## src/logic/mss_pkg.sv

```systemverilog
// Shared constants, register map and types of the multi-step setpoint sequencer.
package mss_pkg;
  // Clock rate and the tenth-of-a-unit time base.
  localparam int          CLK_PERIOD_NS = 5;
  localparam longint      TENTH_SEC_NS  = 64'h0000_0000_05F5_E100; // 0.1 s in ns.
  localparam int          TENTH_CYCLES  = int'(TENTH_SEC_NS / CLK_PERIOD_NS);
  localparam logic [11:0] TENTHS_PER_TENTH_HOUR = 12'hE10; // 0.1 h is 3600 tenths of a second.
  // Step commands in tenths of a percent.
  localparam int          NUM_STEPS  = 16;
  localparam logic [15:0] CMD_LIMIT  = 16'h03E8; // 100.0 %.
  localparam logic [15:0] CMD_RESET  = 16'h0000;
  localparam logic [15:0] DUR_RESET  = 16'h0000;
  localparam logic [1:0]  RAMP_RESET = 2'h0;
  localparam logic [15:0] MAXF_RESET = 16'h1388; // 50.00 Hz in 0.01 Hz units.
  // Register byte offsets.
  localparam logic [11:0] OFS_CTRL   = 12'h000;
  localparam logic [11:0] OFS_MODE   = 12'h004;
  localparam logic [11:0] OFS_RETAIN = 12'h008;
  localparam logic [11:0] OFS_MAXF   = 12'h00C;
  localparam logic [11:0] OFS_STATUS = 12'h010;
  localparam logic [11:0] OFS_SETPT  = 12'h014;
  localparam logic [11:0] OFS_CMD    = 12'h040;
  localparam logic [11:0] OFS_SEG    = 12'h080;
  // Control register fields.
  localparam int CTRL_RUN   = 0;
  localparam int CTRL_STOP  = 1;
  localparam int CTRL_VOLT  = 2;
  localparam int CTRL_HOURS = 3;
  localparam int CTRL_POWER = 4;
  localparam int CTRL_TERM  = 5;
  // Retention select digits and segment ramp field.
  localparam int RET_POWER  = 0;
  localparam int RET_STOP   = 1;
  localparam int SEG_RAMP_LSB = 16;
  // End-of-sequence modes and bus responses.
  localparam logic [1:0] END_STOP = 2'h0;
  localparam logic [1:0] END_HOLD = 2'h1;
  localparam logic [1:0] END_LOOP = 2'h2;
  localparam logic [1:0] RESP_OKAY   = 2'h0;
  localparam logic [1:0] RESP_SLVERR = 2'h2;
  typedef enum logic [1:0] {MSS_IDLE, MSS_LOAD, MSS_RUN, MSS_HOLD} mss_state_t;
  // Limits a written command to plus or minus 100.0 percent.
  function automatic logic [15:0] mss_clamp(input logic [15:0] v);
    if ($signed(v) > $signed(CMD_LIMIT)) begin
      return CMD_LIMIT;
    end else if ($signed(v) < -$signed(CMD_LIMIT)) begin
      return 16'(-$signed(CMD_LIMIT));
    end
    return v;
  endfunction : mss_clamp
endpackage : mss_pkg

```

## src/logic/mss_seg_if.sv

```systemverilog
// Carrier between the sequencer core, its segment timer and its scaler.
`timescale 1ns/1ps
`default_nettype none
interface mss_seg_if;
  logic        load;
  logic [15:0] duration;
  logic        hours;
  logic        expired;
  logic [15:0] cmd;
  logic [15:0] max_freq;
  logic [15:0] freq_mag;
  logic        reverse;
  modport core   (output load, duration, hours, cmd, max_freq, input expired, freq_mag, reverse);
  modport timer  (input load, duration, hours, output expired);
  modport scaler (input cmd, max_freq, output freq_mag, reverse);
endinterface : mss_seg_if
`default_nettype wire

```

## src/logic/mss_top.sv

```systemverilog
// Multi-step setpoint sequencer with its AXI4-Lite register file.
// What this block does
// - Sixteen signed step commands, limited to plus or minus 100.0 percent, reset zero.
// - As frequency reference a command is a percentage of maximum frequency.
// - As process PID reference the command passes through unscaled.
// - Digital terminal states pick which of the sixteen commands is active.
// - The sequencer serves as frequency reference or as V/F voltage reference.
// - As frequency reference, negative segment commands run the motor in reverse, positive ones forward.
// - Mode 0 stops after one pass; only a new run restarts it.
// - Mode 1 keeps the last segment's frequency and direction after one pass.
// - Mode 2 repeats the pass until a stop command arrives.
// - End modes apply only as frequency reference, not as voltage reference.
// - Power retention keeps segment across power loss; otherwise sequence restarts.
// - Stop retention resumes from the stopped segment; otherwise each run restarts.
// - Each segment has a run time 0.0 to 6553.5 in seconds or hours.
// - Each segment has a ramp selector 0 to 3 used while it runs.
// - There are sixteen segments numbered zero to fifteen.
//
// Local design decisions: the register offsets and the AXI4-Lite register port.
`timescale 1ns/1ps
`default_nettype none
module mss_top #(
  parameter int TENTH_CYCLES = mss_pkg::TENTH_CYCLES
) (
  // Clock and reset.
  input  wire logic        clk,
  input  wire logic        rst_n,
  // AXI4-Lite write channels.
  input  wire logic [11:0] s_axi_awaddr,
  input  wire logic        s_axi_awvalid,
  output logic             s_axi_awready,
  input  wire logic [31:0] s_axi_wdata,
  input  wire logic [3:0]  s_axi_wstrb,
  input  wire logic        s_axi_wvalid,
  output logic             s_axi_wready,
  output logic [1:0]       s_axi_bresp,
  output logic             s_axi_bvalid,
  input  wire logic        s_axi_bready,
  // AXI4-Lite read channels.
  input  wire logic [11:0] s_axi_araddr,
  input  wire logic        s_axi_arvalid,
  output logic             s_axi_arready,
  output logic [31:0]      s_axi_rdata,
  output logic [1:0]       s_axi_rresp,
  output logic             s_axi_rvalid,
  input  wire logic        s_axi_rready,
  // Step selection terminals.
  input  wire logic [3:0]  step_terminals,
  // Setpoint outputs.
  output logic             run_active,
  output logic [15:0]      freq_ref,
  output logic             reverse,
  output logic [15:0]      volt_ref,
  output logic [15:0]      pid_ref,
  output logic [1:0]       ramp_select,
  output logic [3:0]       segment
);
  import mss_pkg::*;

  // Parameter store and control state.
  logic [15:0] cmd_val  [NUM_STEPS];
  logic [15:0] seg_dur  [NUM_STEPS];
  logic [1:0]  seg_ramp [NUM_STEPS];
  logic [1:0]  end_mode;
  logic [1:0]  retain;
  logic [15:0] max_freq;
  logic        as_volt;
  logic        hours;
  logic        term_sel;
  mss_state_t  state;
  logic [3:0]  seg_idx;
  logic [3:0]  resume_seg;
  logic        resume_ok;
  logic        ran_in_pass;
  logic        pass_done;
  logic [3:0]  last_ran;
  logic        aw_held;
  logic        w_held;
  logic [11:0] aw_q;
  logic [31:0] w_q;
  logic [3:0]  strb_q;

  mss_seg_if seg_if ();

  mss_seg_timer #(.TENTH_CYCLES(TENTH_CYCLES)) u_timer (
    .clk   (clk),
    .rst_n (rst_n),
    .seg   (seg_if)
  );

  mss_scaler u_scaler (
    .clk   (clk),
    .rst_n (rst_n),
    .seg   (seg_if)
  );

  // Word decode shared by both bus directions.
  function automatic logic [31:0] reg_read(input logic [11:0] a);
    logic [31:0] v;
    v = 32'h0000_0000;
    if (a[11:6] == OFS_CMD[11:6]) begin
      v = {{16{cmd_val[a[5:2]][15]}}, cmd_val[a[5:2]]};
    end else if (a[11:6] == OFS_SEG[11:6]) begin
      v = {14'h0000, seg_ramp[a[5:2]], seg_dur[a[5:2]]};
    end else if (a == OFS_CTRL) begin
      v = {26'h0000000, term_sel, 1'b0, hours, as_volt, 2'h0};
    end else if (a == OFS_MODE) begin
      v = {30'h00000000, end_mode};
    end else if (a == OFS_RETAIN) begin
      v = {30'h00000000, retain};
    end else if (a == OFS_MAXF) begin
      v = {16'h0000, max_freq};
    end else if (a == OFS_STATUS) begin
      v = {24'h000000, pass_done, reverse, run_active, 1'b0, segment};
    end else if (a == OFS_SETPT) begin
      v = {16'h0000, freq_ref};
    end
    return v;
  endfunction : reg_read

  // Whether an aligned address holds a register.
  function automatic logic reg_hit(input logic [11:0] a);
    return (a[1:0] == 2'h0) && ((a[11:6] == OFS_CMD[11:6]) || (a[11:6] == OFS_SEG[11:6])
      || (a == OFS_CTRL) || (a == OFS_MODE) || (a == OFS_RETAIN) || (a == OFS_MAXF)
      || (a == OFS_STATUS) || (a == OFS_SETPT));
  endfunction : reg_hit

  // Write path: address and data are taken in either order, then one response.
  wire        wr_go   = aw_held && w_held && !s_axi_bvalid;
  wire [31:0] wmask   = {{8{strb_q[3]}}, {8{strb_q[2]}}, {8{strb_q[1]}}, {8{strb_q[0]}}};
  wire [31:0] wr_val  = (reg_read(aw_q) & ~wmask) | (w_q & wmask);
  wire        wr_ok   = wr_go && reg_hit(aw_q);
  wire        wr_cmd  = wr_ok && (aw_q[11:6] == OFS_CMD[11:6]);
  wire        wr_seg  = wr_ok && (aw_q[11:6] == OFS_SEG[11:6]);
  wire        wr_ctrl = wr_ok && (aw_q == OFS_CTRL);
  wire        run_p   = wr_ctrl && strb_q[0] && w_q[CTRL_RUN];
  wire        stop_p  = wr_ctrl && strb_q[0] && w_q[CTRL_STOP];
  wire        power_p = wr_ctrl && strb_q[0] && w_q[CTRL_POWER];
  assign s_axi_awready = !aw_held;
  assign s_axi_wready  = !w_held;
  assign s_axi_arready = !s_axi_rvalid;

  // Holding registers of the two write channels.
  always_ff @(posedge clk) begin
    if (!rst_n) begin
      aw_held <= 1'b0;
      w_held  <= 1'b0;
      aw_q    <= 12'h000;
      w_q     <= 32'h0000_0000;
      strb_q  <= 4'h0;
    end else begin
      aw_held <= wr_go ? 1'b0 : (aw_held || s_axi_awvalid);
      w_held  <= wr_go ? 1'b0 : (w_held || s_axi_wvalid);
      aw_q    <= s_axi_awvalid && !aw_held ? s_axi_awaddr : aw_q;
      w_q     <= s_axi_wvalid && !w_held ? s_axi_wdata : w_q;
      strb_q  <= s_axi_wvalid && !w_held ? s_axi_wstrb : strb_q;
    end
  end

  // Write and read responses.
  always_ff @(posedge clk) begin
    if (!rst_n) begin
      s_axi_bvalid <= 1'b0;
      s_axi_bresp  <= RESP_OKAY;
      s_axi_rvalid <= 1'b0;
      s_axi_rresp  <= RESP_OKAY;
      s_axi_rdata  <= 32'h0000_0000;
    end else begin
      s_axi_bvalid <= wr_go || (s_axi_bvalid && !s_axi_bready);
      s_axi_bresp  <= wr_go ? (wr_ok ? RESP_OKAY : RESP_SLVERR) : s_axi_bresp;
      s_axi_rvalid <= (s_axi_arvalid && !s_axi_rvalid) || (s_axi_rvalid && !s_axi_rready);
      if (s_axi_arvalid && !s_axi_rvalid) begin
        s_axi_rdata <= reg_hit(s_axi_araddr) ? reg_read(s_axi_araddr) : 32'h0000_0000;
        s_axi_rresp <= reg_hit(s_axi_araddr) ? RESP_OKAY : RESP_SLVERR;
      end
    end
  end

  // Step command and segment tables.
  always_ff @(posedge clk) begin
    if (!rst_n) begin
      for (int i = 0; i < NUM_STEPS; i++) begin
        cmd_val[i]  <= CMD_RESET;
        seg_dur[i]  <= DUR_RESET;
        seg_ramp[i] <= RAMP_RESET;
      end
    end else begin
      if (wr_cmd) begin
        cmd_val[aw_q[5:2]] <= mss_clamp(wr_val[15:0]);
      end
      if (wr_seg) begin
        seg_dur[aw_q[5:2]]  <= wr_val[15:0];
        seg_ramp[aw_q[5:2]] <= wr_val[SEG_RAMP_LSB+1:SEG_RAMP_LSB];
      end
    end
  end

  // Configuration registers.
  always_ff @(posedge clk) begin
    if (!rst_n) begin
      end_mode <= END_STOP;
      retain   <= 2'h0;
      max_freq <= MAXF_RESET;
      as_volt  <= 1'b0;
      hours    <= 1'b0;
      term_sel <= 1'b0;
    end else begin
      if (wr_ok && aw_q == OFS_MODE && wr_val[1:0] != 2'h3) begin
        end_mode <= wr_val[1:0];
      end
      if (wr_ok && aw_q == OFS_RETAIN) begin
        retain <= wr_val[1:0];
      end
      if (wr_ok && aw_q == OFS_MAXF) begin
        max_freq <= wr_val[15:0];
      end
      if (wr_ctrl) begin
        as_volt  <= wr_val[CTRL_VOLT];
        hours    <= wr_val[CTRL_HOURS];
        term_sel <= wr_val[CTRL_TERM];
      end
    end
  end

  // Sequencer decisions for the segment now being looked at.
  wire        at_last  = (seg_idx == 4'hF);
  wire        zero_dur = (seg_dur[seg_idx] == 16'h0000);
  wire        pass_end = (state == MSS_LOAD && zero_dur && at_last)
                      || (state == MSS_RUN && seg_if.expired && at_last);
  wire        any_ran  = ran_in_pass || (state == MSS_RUN);
  wire [3:0]  start_seg = resume_ok ? resume_seg : 4'h0;
  wire        do_hold  = !as_volt && end_mode == END_HOLD;
  wire        do_loop  = as_volt || end_mode == END_LOOP;

  // Next state of the sequencer.
  mss_state_t next_state;
  always_comb begin
    next_state = state;
    case (state)
      MSS_IDLE: begin
        if (run_p && !stop_p) begin
          next_state = MSS_LOAD;
        end
      end
      MSS_LOAD: begin
        if (pass_end && !any_ran) begin
          next_state = MSS_IDLE;
        end else if (pass_end) begin
          next_state = do_hold ? MSS_HOLD : (do_loop ? MSS_LOAD : MSS_IDLE);
        end else if (!zero_dur) begin
          next_state = MSS_RUN;
        end
      end
      MSS_RUN: begin
        if (pass_end) begin
          next_state = do_hold ? MSS_HOLD : (do_loop ? MSS_LOAD : MSS_IDLE);
        end else if (seg_if.expired) begin
          next_state = MSS_LOAD;
        end
      end
      default: begin
        next_state = MSS_HOLD;
      end
    endcase
    if (stop_p || power_p) begin
      next_state = MSS_IDLE;
    end
  end

  // Segment index, pass bookkeeping and retained position.
  always_ff @(posedge clk) begin
    if (!rst_n) begin
      state       <= MSS_IDLE;
      seg_idx     <= 4'h0;
      resume_seg  <= 4'h0;
      resume_ok   <= 1'b0;
      ran_in_pass <= 1'b0;
      pass_done   <= 1'b0;
      last_ran    <= 4'h0;
    end else begin
      state <= next_state;
      // Remembers the last segment that really ran, so a hold skips trailing empties.
      if (state == MSS_RUN) begin
        last_ran <= seg_idx;
      end
      if (stop_p && state != MSS_IDLE) begin
        resume_seg <= seg_idx;
        resume_ok  <= retain[RET_STOP];
      end else if (power_p) begin
        resume_seg <= state != MSS_IDLE ? seg_idx : resume_seg;
        resume_ok  <= retain[RET_POWER] && (state != MSS_IDLE || resume_ok);
      end else if (state == MSS_IDLE && next_state == MSS_LOAD) begin
        resume_ok  <= 1'b0;
      end
      if (state == MSS_IDLE && next_state == MSS_LOAD) begin
        seg_idx     <= start_seg;
        ran_in_pass <= 1'b0;
        pass_done   <= 1'b0;
      end else if (pass_end && next_state == MSS_LOAD) begin
        seg_idx     <= 4'h0;
        ran_in_pass <= 1'b0;
      end else if (pass_end) begin
        pass_done   <= 1'b1;
        seg_idx     <= (state == MSS_RUN) ? seg_idx : last_ran;
      end else if (state == MSS_LOAD && zero_dur) begin
        seg_idx     <= seg_idx + 4'h1;
      end else if (state == MSS_RUN && seg_if.expired) begin
        seg_idx     <= seg_idx + 4'h1;
        ran_in_pass <= 1'b1;
      end
    end
  end

  // Timer and scaler hookup; the active command is from terminals or the sequencer.
  wire [3:0]  act_idx = term_sel ? step_terminals : seg_idx;
  wire        seq_on  = (state == MSS_RUN) || (state == MSS_HOLD);
  wire        out_on  = term_sel || seq_on;
  assign seg_if.load     = (state == MSS_LOAD) && !zero_dur;
  assign seg_if.duration = seg_dur[seg_idx];
  assign seg_if.hours    = hours;
  assign seg_if.cmd      = cmd_val[act_idx];
  assign seg_if.max_freq = max_freq;

  // Registered setpoint outputs; the references are zero while nothing drives them, ramp and segment always follow.
  always_ff @(posedge clk) begin
    if (!rst_n) begin
      run_active  <= 1'b0;
      freq_ref    <= 16'h0000;
      reverse     <= 1'b0;
      volt_ref    <= 16'h0000;
      pid_ref     <= 16'h0000;
      ramp_select <= 2'h0;
      segment     <= 4'h0;
    end else begin
      run_active  <= seq_on;
      freq_ref    <= out_on && !as_volt ? seg_if.freq_mag : 16'h0000;
      reverse     <= out_on && !as_volt && seg_if.reverse;
      volt_ref    <= out_on && as_volt ? cmd_val[act_idx] : 16'h0000;
      pid_ref     <= out_on ? cmd_val[act_idx] : 16'h0000;
      ramp_select <= seg_ramp[act_idx];
      segment     <= act_idx;
    end
  end

  // Checks on the sequencer and the register file.
  a_cmd_clamped: assert property (@(posedge clk) disable iff (!rst_n)
    wr_cmd |=> $signed(cmd_val[$past(aw_q[5:2])]) <= $signed(CMD_LIMIT)
    && $signed(cmd_val[$past(aw_q[5:2])]) >= -$signed(CMD_LIMIT))
    else $error("Step command left the 100 percent range.");
  a_pid_unscaled: assert property (@(posedge clk) disable iff (!rst_n)
    out_on && !wr_cmd |=> pid_ref == $past(cmd_val[act_idx]))
    else $error("Process reference differs from the command.");
  a_term_select: assert property (@(posedge clk) disable iff (!rst_n)
    term_sel |=> segment == $past(step_terminals))
    else $error("Active step does not follow the terminals.");
  a_volt_no_freq: assert property (@(posedge clk) disable iff (!rst_n)
    as_volt |=> freq_ref == 16'h0000 && !reverse)
    else $error("Frequency driven while in voltage mode.");
  a_reverse_sign: assert property (@(posedge clk) disable iff (!rst_n)
    reverse |-> $past(out_on) && !$past(as_volt))
    else $error("Reverse asserted with no frequency source.");
  a_stop_at_end: assert property (@(posedge clk) disable iff (!rst_n)
    pass_end && !as_volt && end_mode == END_STOP && !stop_p |=> state == MSS_IDLE)
    else $error("Mode 0 did not stop at end of pass.");
  a_hold_at_end: assert property (@(posedge clk) disable iff (!rst_n)
    state == MSS_HOLD && !stop_p && !power_p |=> state == MSS_HOLD && $stable(seg_idx))
    else $error("Held segment changed without a stop.");
  a_loop_restart: assert property (@(posedge clk) disable iff (!rst_n)
    pass_end && do_loop && any_ran && !stop_p && !power_p
    |=> seg_idx == 4'h0 && state == MSS_LOAD)
    else $error("Looping pass did not restart at segment zero.");
  a_stop_resume: assert property (@(posedge clk) disable iff (!rst_n)
    stop_p && state == MSS_RUN |=> resume_ok == retain[RET_STOP] && resume_seg == $past(seg_idx))
    else $error("Stop retention not recorded.");
  a_power_forget: assert property (@(posedge clk) disable iff (!rst_n)
    power_p && !retain[RET_POWER] |=> !resume_ok)
    else $error("Position kept across power loss without retention.");
  a_skip_zero: assert property (@(posedge clk) disable iff (!rst_n)
    state == MSS_LOAD && zero_dur && !at_last && !stop_p && !power_p
    |=> seg_idx == $past(seg_idx) + 4'h1 && state == MSS_LOAD)
    else $error("Zero-time segment was not skipped.");
  a_ramp_follow: assert property (@(posedge clk) disable iff (!rst_n)
    !wr_seg |=> ramp_select == $past(seg_ramp[act_idx]))
    else $error("Ramp set does not follow the segment.");
  c_full_pass: cover property (@(posedge clk) disable iff (!rst_n) pass_end && any_ran);
  c_hold: cover property (@(posedge clk) disable iff (!rst_n) state == MSS_HOLD);
  c_resume: cover property (@(posedge clk) disable iff (!rst_n) run_p && resume_ok);
  c_reverse: cover property (@(posedge clk) disable iff (!rst_n) reverse && run_active);
endmodule : mss_top
`default_nettype wire

```

## src/logic/mss_seg_timer.sv

```systemverilog
// Segment run-time counter in tenths of a second or tenths of an hour.
`timescale 1ns/1ps
`default_nettype none
module mss_seg_timer #(
  parameter int TENTH_CYCLES = mss_pkg::TENTH_CYCLES
) (
  // Clock and reset.
  input wire logic clk,
  input wire logic rst_n,
  // Link to the core.
  mss_seg_if.timer seg
);
  import mss_pkg::*;
  logic [31:0] pre;
  logic [11:0] sub;
  logic [15:0] tenths;
  // A tenth-second tick, and a tenth-hour tick every 3600 of them.
  wire sec_tick  = (pre == 32'(TENTH_CYCLES - 1));
  wire sub_end   = (sub == TENTHS_PER_TENTH_HOUR - 12'h001);
  wire unit_tick = sec_tick && (!seg.hours || sub_end);
  wire last      = unit_tick && (tenths + 16'h0001 == seg.duration);
  // Counting restarts on every load so a segment gets its full time.
  always_ff @(posedge clk) begin
    if (!rst_n || seg.load) begin
      pre         <= 32'h0000_0000;
      sub         <= 12'h000;
      tenths      <= 16'h0000;
      seg.expired <= 1'b0;
    end else begin
      pre         <= sec_tick ? 32'h0000_0000 : pre + 32'h0000_0001;
      sub         <= !sec_tick ? sub : (sub_end ? 12'h000 : sub + 12'h001);
      tenths      <= unit_tick ? tenths + 16'h0001 : tenths;
      seg.expired <= last;
    end
  end
endmodule : mss_seg_timer
`default_nettype wire

```

## src/logic/mss_scaler.sv

```systemverilog
// Turns a signed step command into a frequency magnitude and a direction.
`timescale 1ns/1ps
`default_nettype none
module mss_scaler (
  // Clock and reset.
  input wire logic clk,
  input wire logic rst_n,
  // Link to the core.
  mss_seg_if.scaler seg
);
  import mss_pkg::*;
  // Magnitude of the command times maximum frequency, over 100.0 percent.
  wire        neg  = seg.cmd[15];
  wire [15:0] mag  = neg ? 16'(-seg.cmd) : seg.cmd;
  wire [31:0] prod = 32'(mag) * 32'(seg.max_freq);
  wire [31:0] quo  = prod / 32'(CMD_LIMIT);
  always_ff @(posedge clk) begin
    if (!rst_n) begin
      seg.freq_mag <= 16'h0000;
      seg.reverse  <= 1'b0;
    end else begin
      seg.freq_mag <= quo[15:0];
      seg.reverse  <= neg;
    end
  end
endmodule : mss_scaler
`default_nettype wire

```

## config.mk

```make
export PLATFORM = sky130hd
export DESIGN_NAME = mss_top
export DESIGN_NICKNAME = d
export VERILOG_FILES = /design/src/logic/mss_pkg.sv /design/src/logic/mss_seg_if.sv /design/src/logic/mss_top.sv /design/src/logic/mss_seg_timer.sv /design/src/logic/mss_scaler.sv
export SDC_FILE = /design/constraint.sdc
export NUM_CORES = 2
export LEC_CHECK = 0
export BUFFER_PORTS_ARGS = -buffer_cell sky130_fd_sc_hd__buf_2
export CELL_PAD_IN_SITES_DETAIL_PLACEMENT = 1
export CELL_PAD_IN_SITES_GLOBAL_PLACEMENT = 2
export CORE_MARGIN = 2
export CORE_UTILIZATION = 40
export CTS_CLUSTER_DIAMETER = 60
export DETAILED_ROUTE_END_ITERATION = 8
export PLACE_DENSITY = 0.79
export SLEW_MARGIN = 25
export SYNTH_ARGS = -nofsm -noshare
export SYNTH_HDL_FRONTEND = slang
export SYNTH_SLANG_ARGS = --single-unit
```

## constraint.sdc

```tcl
create_clock -name clk -period 30.5 [get_ports clk]
set_input_delay 3.05 -clock clk [delete_from_list [all_inputs] [get_ports clk]]
set_output_delay 3.05 -clock clk [all_outputs]
set_load 0.05 [all_outputs]
```

==> impl_metrics.py <==
metrics = {
    "status": {
        "status": "complete, no violations",
    },
    "cells_and_area": {
        "area_delta_synth_final_pct": 11.4,
        "nets": 5661,
        "final_common_cell": "nor2_1",
        "fillers": 15200,
        "stdcell_area_mm2": 0.0638,
        "multi_input_area_mm2": 0.0340,
        "final_cell_mix": "848 x nor2_1, 544 x edfxtp_1, 491 x mux4_2",
        "utilization": 0.449,
        "drive_gt1_frac": 0.214,
        "seq_area_mm2": 0.0212,
    },
    "route": {
        "viasPerCell": 6.41,
        "dr.first_iter.drc_count": 5427,
        "drtPass1Iterations": 6,
        "wl_per_cell_um": 30.2,
        "ant_nets": 0,
        "drc": 0,
        "vias": 46600,
        "totalWireLength_um": 220000,
    },
    "timing": {
        "maxSlewHeadroom": 0.228,
        "rsz0062_at_grt": "false",
        "hold_viol": 0,
        "finalCritPeriodShare": 0.936,
        "fmax_ghz": 0.0350,
        "period_needed_ps": 28540,
        "skew_ps": 59.6,
        "worst_slew_pin_slew_ps": 1150,
        "setup_viol": 0,
        "final.setup.tns_ps": 0,
        "slew_viol_final": 0,
        "finalWorstSetupSlack_ps": 1960,
    },
    "cts": {
        "cts_buffer_depth": 3,
        "htreeDepth": 3,
        "cts_buffers": 97,
        "insertion_delay_ps": 770,
        "ctsHoldBuffers": 0,
        "clk_pin_slew_ps": 60,
        "cts_root_buffer": "clkbuf_16",
        "cts.sinks": 784,
        "cts_tree": "done",
    },
    "synth": {
        "ys_types": 134,
        "synth_edf_count": 544,
        "synthCells": 5268,
        "ys.flop_type": "edfxtp_1",
        "synth_area_per_cell_um2": 10.9,
        "synth_area_mm2": 0.0573,
        "ys_seq_area_frac": 0.369,
        "ys_ff_latch": 784,
        "yosysWarnings": 0,
        "async_flop_share": 0,
    },
    "min_path": {
        "hp-class": "flop to flop",
        "whs_path_depth": 1,
        "hp-start": "u_scaler.seg.freq_mag[8]$_SDFF_PN0_",
        "hold_end": "freq_ref[8]$_SDFF_PN0_",
    },
    "placed_design": {
        "place.gp.congestion": 0.904,
        "preCtsSetupSlack_ps": 1190,
        "hpwl_um": 153000,
        "port_buffers": 150,
        "place_area_mm2": 0.0604,
    },
    "setup_path": {
        "reg2reg_slack_ps": 3460,
        "end_kind": "flop",
        "slowest_stage": "or4_1",
        "worstPathRequired_ps": 31160,
        "worst-r2r-cell-count": 86,
        "criticalPathCategory": "primary input to flop",
        "cp.arrival_ps": 29200,
        "crit_top_cell": "fa_1",
        "reg2reg_from": "term_sel$_SDFFE_PN0P_",
        "cp_max_fo": 31,
        "r2r-end": "u_scaler.seg.freq_mag[0]$_SDFF_PN0_",
        "slowest_delay_ps": 610,
        "start_kind": "primary input",
    },
    "die": {
        "rows": 138,
        "die-area_mm2": 0.146,
        "num_io_pins": 168,
        "die_h_um": 382,
        "core_area_mm2": 0.142,
        "dieWidth_um": 382,
        "initial_core_util": 0.404,
    },
    "grt": {
        "grt_pass1_vias": 47800,
        "grt_max_degree": 89,
        "grt_first_pass_wirelength_um": 323000,
        "track_usage": 0.299,
        "grt_overflow": 0,
        "grt_antenna_before_repair": 16,
    },
    "flow_run": {
        "maxCapViolCount": 0,
    },
}
-- logic make-up (layout without fill, tap and decap cells) --
logic type | count (synthesis) | count (layout) | synth area share
and+or+nand+nor | 2001 | 2001 | 0.160
AOI/OAI and AO/OA | 820 | 820 | 0.103
DFF | 784 | 784 | 0.369
buffers and inverters | 624 | 726 | 0.0430
muxes | 552 | 552 | 0.204
adders and majority gates | 307 | 307 | 0.0924
xor gates and xnor gates | 179 | 179 | 0.0276
other | 1 | 7 | 0.0000655
-- how the worst max path moves through the flow --
stage	start	endpoint	slack [ps]	depth (start not counted)
floorplan	step_terminals[0]	u_scaler.seg.freq_mag[0]$_SDFF_PN0_	3680	87
global placement	step_terminals[1]	u_scaler.seg.freq_mag[0]$_SDFF_PN0_	1550	83
detailed placement	step_terminals[1]	u_scaler.seg.freq_mag[0]$_SDFF_PN0_	1190	83
CTS	step_terminals[1]	u_scaler.seg.freq_mag[0]$_SDFF_PN0_	1860	83
global route	step_terminals[1]	u_scaler.seg.freq_mag[0]$_SDFF_PN0_	60	86
finish	step_terminals[1]	u_scaler.seg.freq_mag[0]$_SDFF_PN0_	1960	87
-- repair_timing --
| item | CTS | global route |
|---|---|---|
| resized for setup | 0 | 6 |
| setup buffers | 0 | 0 |
| endpoints found under the setup margin | 0 | 1 |
| endpoints found under the hold margin | 0 | 0 |
-- per-stage QoR --
step | hold WS, ps | std cells
2_1_floorplan | 406 | 5269
3_3_place_gp | 409 | 7078
3_5_place_dp | 416 | 7078
4_1_cts | 429 | 7261
5_1_grt | 437 | 7261
6_report | 425 | 7266
-- state kept, by name, summed over array words and instances, names as in the netlist, 3 cells and up, named ones only --
name,cells
aw_q,12
w_q,18
s_axi_rdata,19
seg_ramp,32
segment,4
strb_q,3
freq_ref,16
u_scaler.seg.freq_mag,16
u_timer.pre,32
seg_dur,256
u_timer.sub,12
last_ran,4
u_timer.tenths,16
seg_idx,4
resume_seg,4
max_freq,16
cmd_val,256
volt_ref,16
pid_ref,16
-- synth_stat cells, types with 23 or more instances --
cell type  number  area, um^2
nor2_1        851        3190
edfxtp_1      544       16300
mux4_2        491       11100
nand2_1       481        1810
clkbuf_1      289        1080
dfxtp_1       240        4800
inv_1         228         856
a21oi_1       215        1080
fa_1          194        3880
and2_1        151         945
ha_1          109        1360
xnor2_1       101         885
nand3_1        89         445
o21ai_0        89         445
nor2b_1        76         475
xor2_1         76         666
nor3_1         69         345
and3_1         62         388
buf_1          58         218
a211oi_1       49         368
a31oi_1        44         275
nand2b_1       44         275
mux2i_1        43         430
o211ai_1       41         308
nand4_1        33         206
o21ai_1        32         160
or3_1          30         188
a21o_1         23         173
-- critical path, delay by kind of cell --
kind / cells / cell delay, ps
and+or+nand+nor: 20 / 5700
AOI/OAI and AO/OA: 38 / 11040
xor gates and xnor gates: 3 / 690
adders and majority gates: 8 / 3920
buffers and inverters: 11 / 1820
muxes: 7 / 2900
-- metal layers --
layer	global-route usage	up-vias	share of wire
li1	-	19500	-
met1	0.388	24100	0.38
met2	0.466	2478	0.45
met3	0.0820	509	0.11
met4	0.135	10	0.051
met5	0	-	0.00033
-- cell type report --
| class | instances | share of cell area |
|---|---|---|
| multi-input cells | 3861 | 0.533 |
| flip-flops and latches | 784 | 0.332 |
| clock buffers | 134 | 0.0433 |
| well taps | 1890 | 0.0371 |
| repair buffers | 312 | 0.0322 |
| inverters | 231 | 0.0136 |
| clock inverters | 49 | 0.00904 |
| diodes | 5 | 0.000196 |
Power is not shown: default switching activity piles up to over one toggle a cycle in this logic, so the estimate is an artifact.
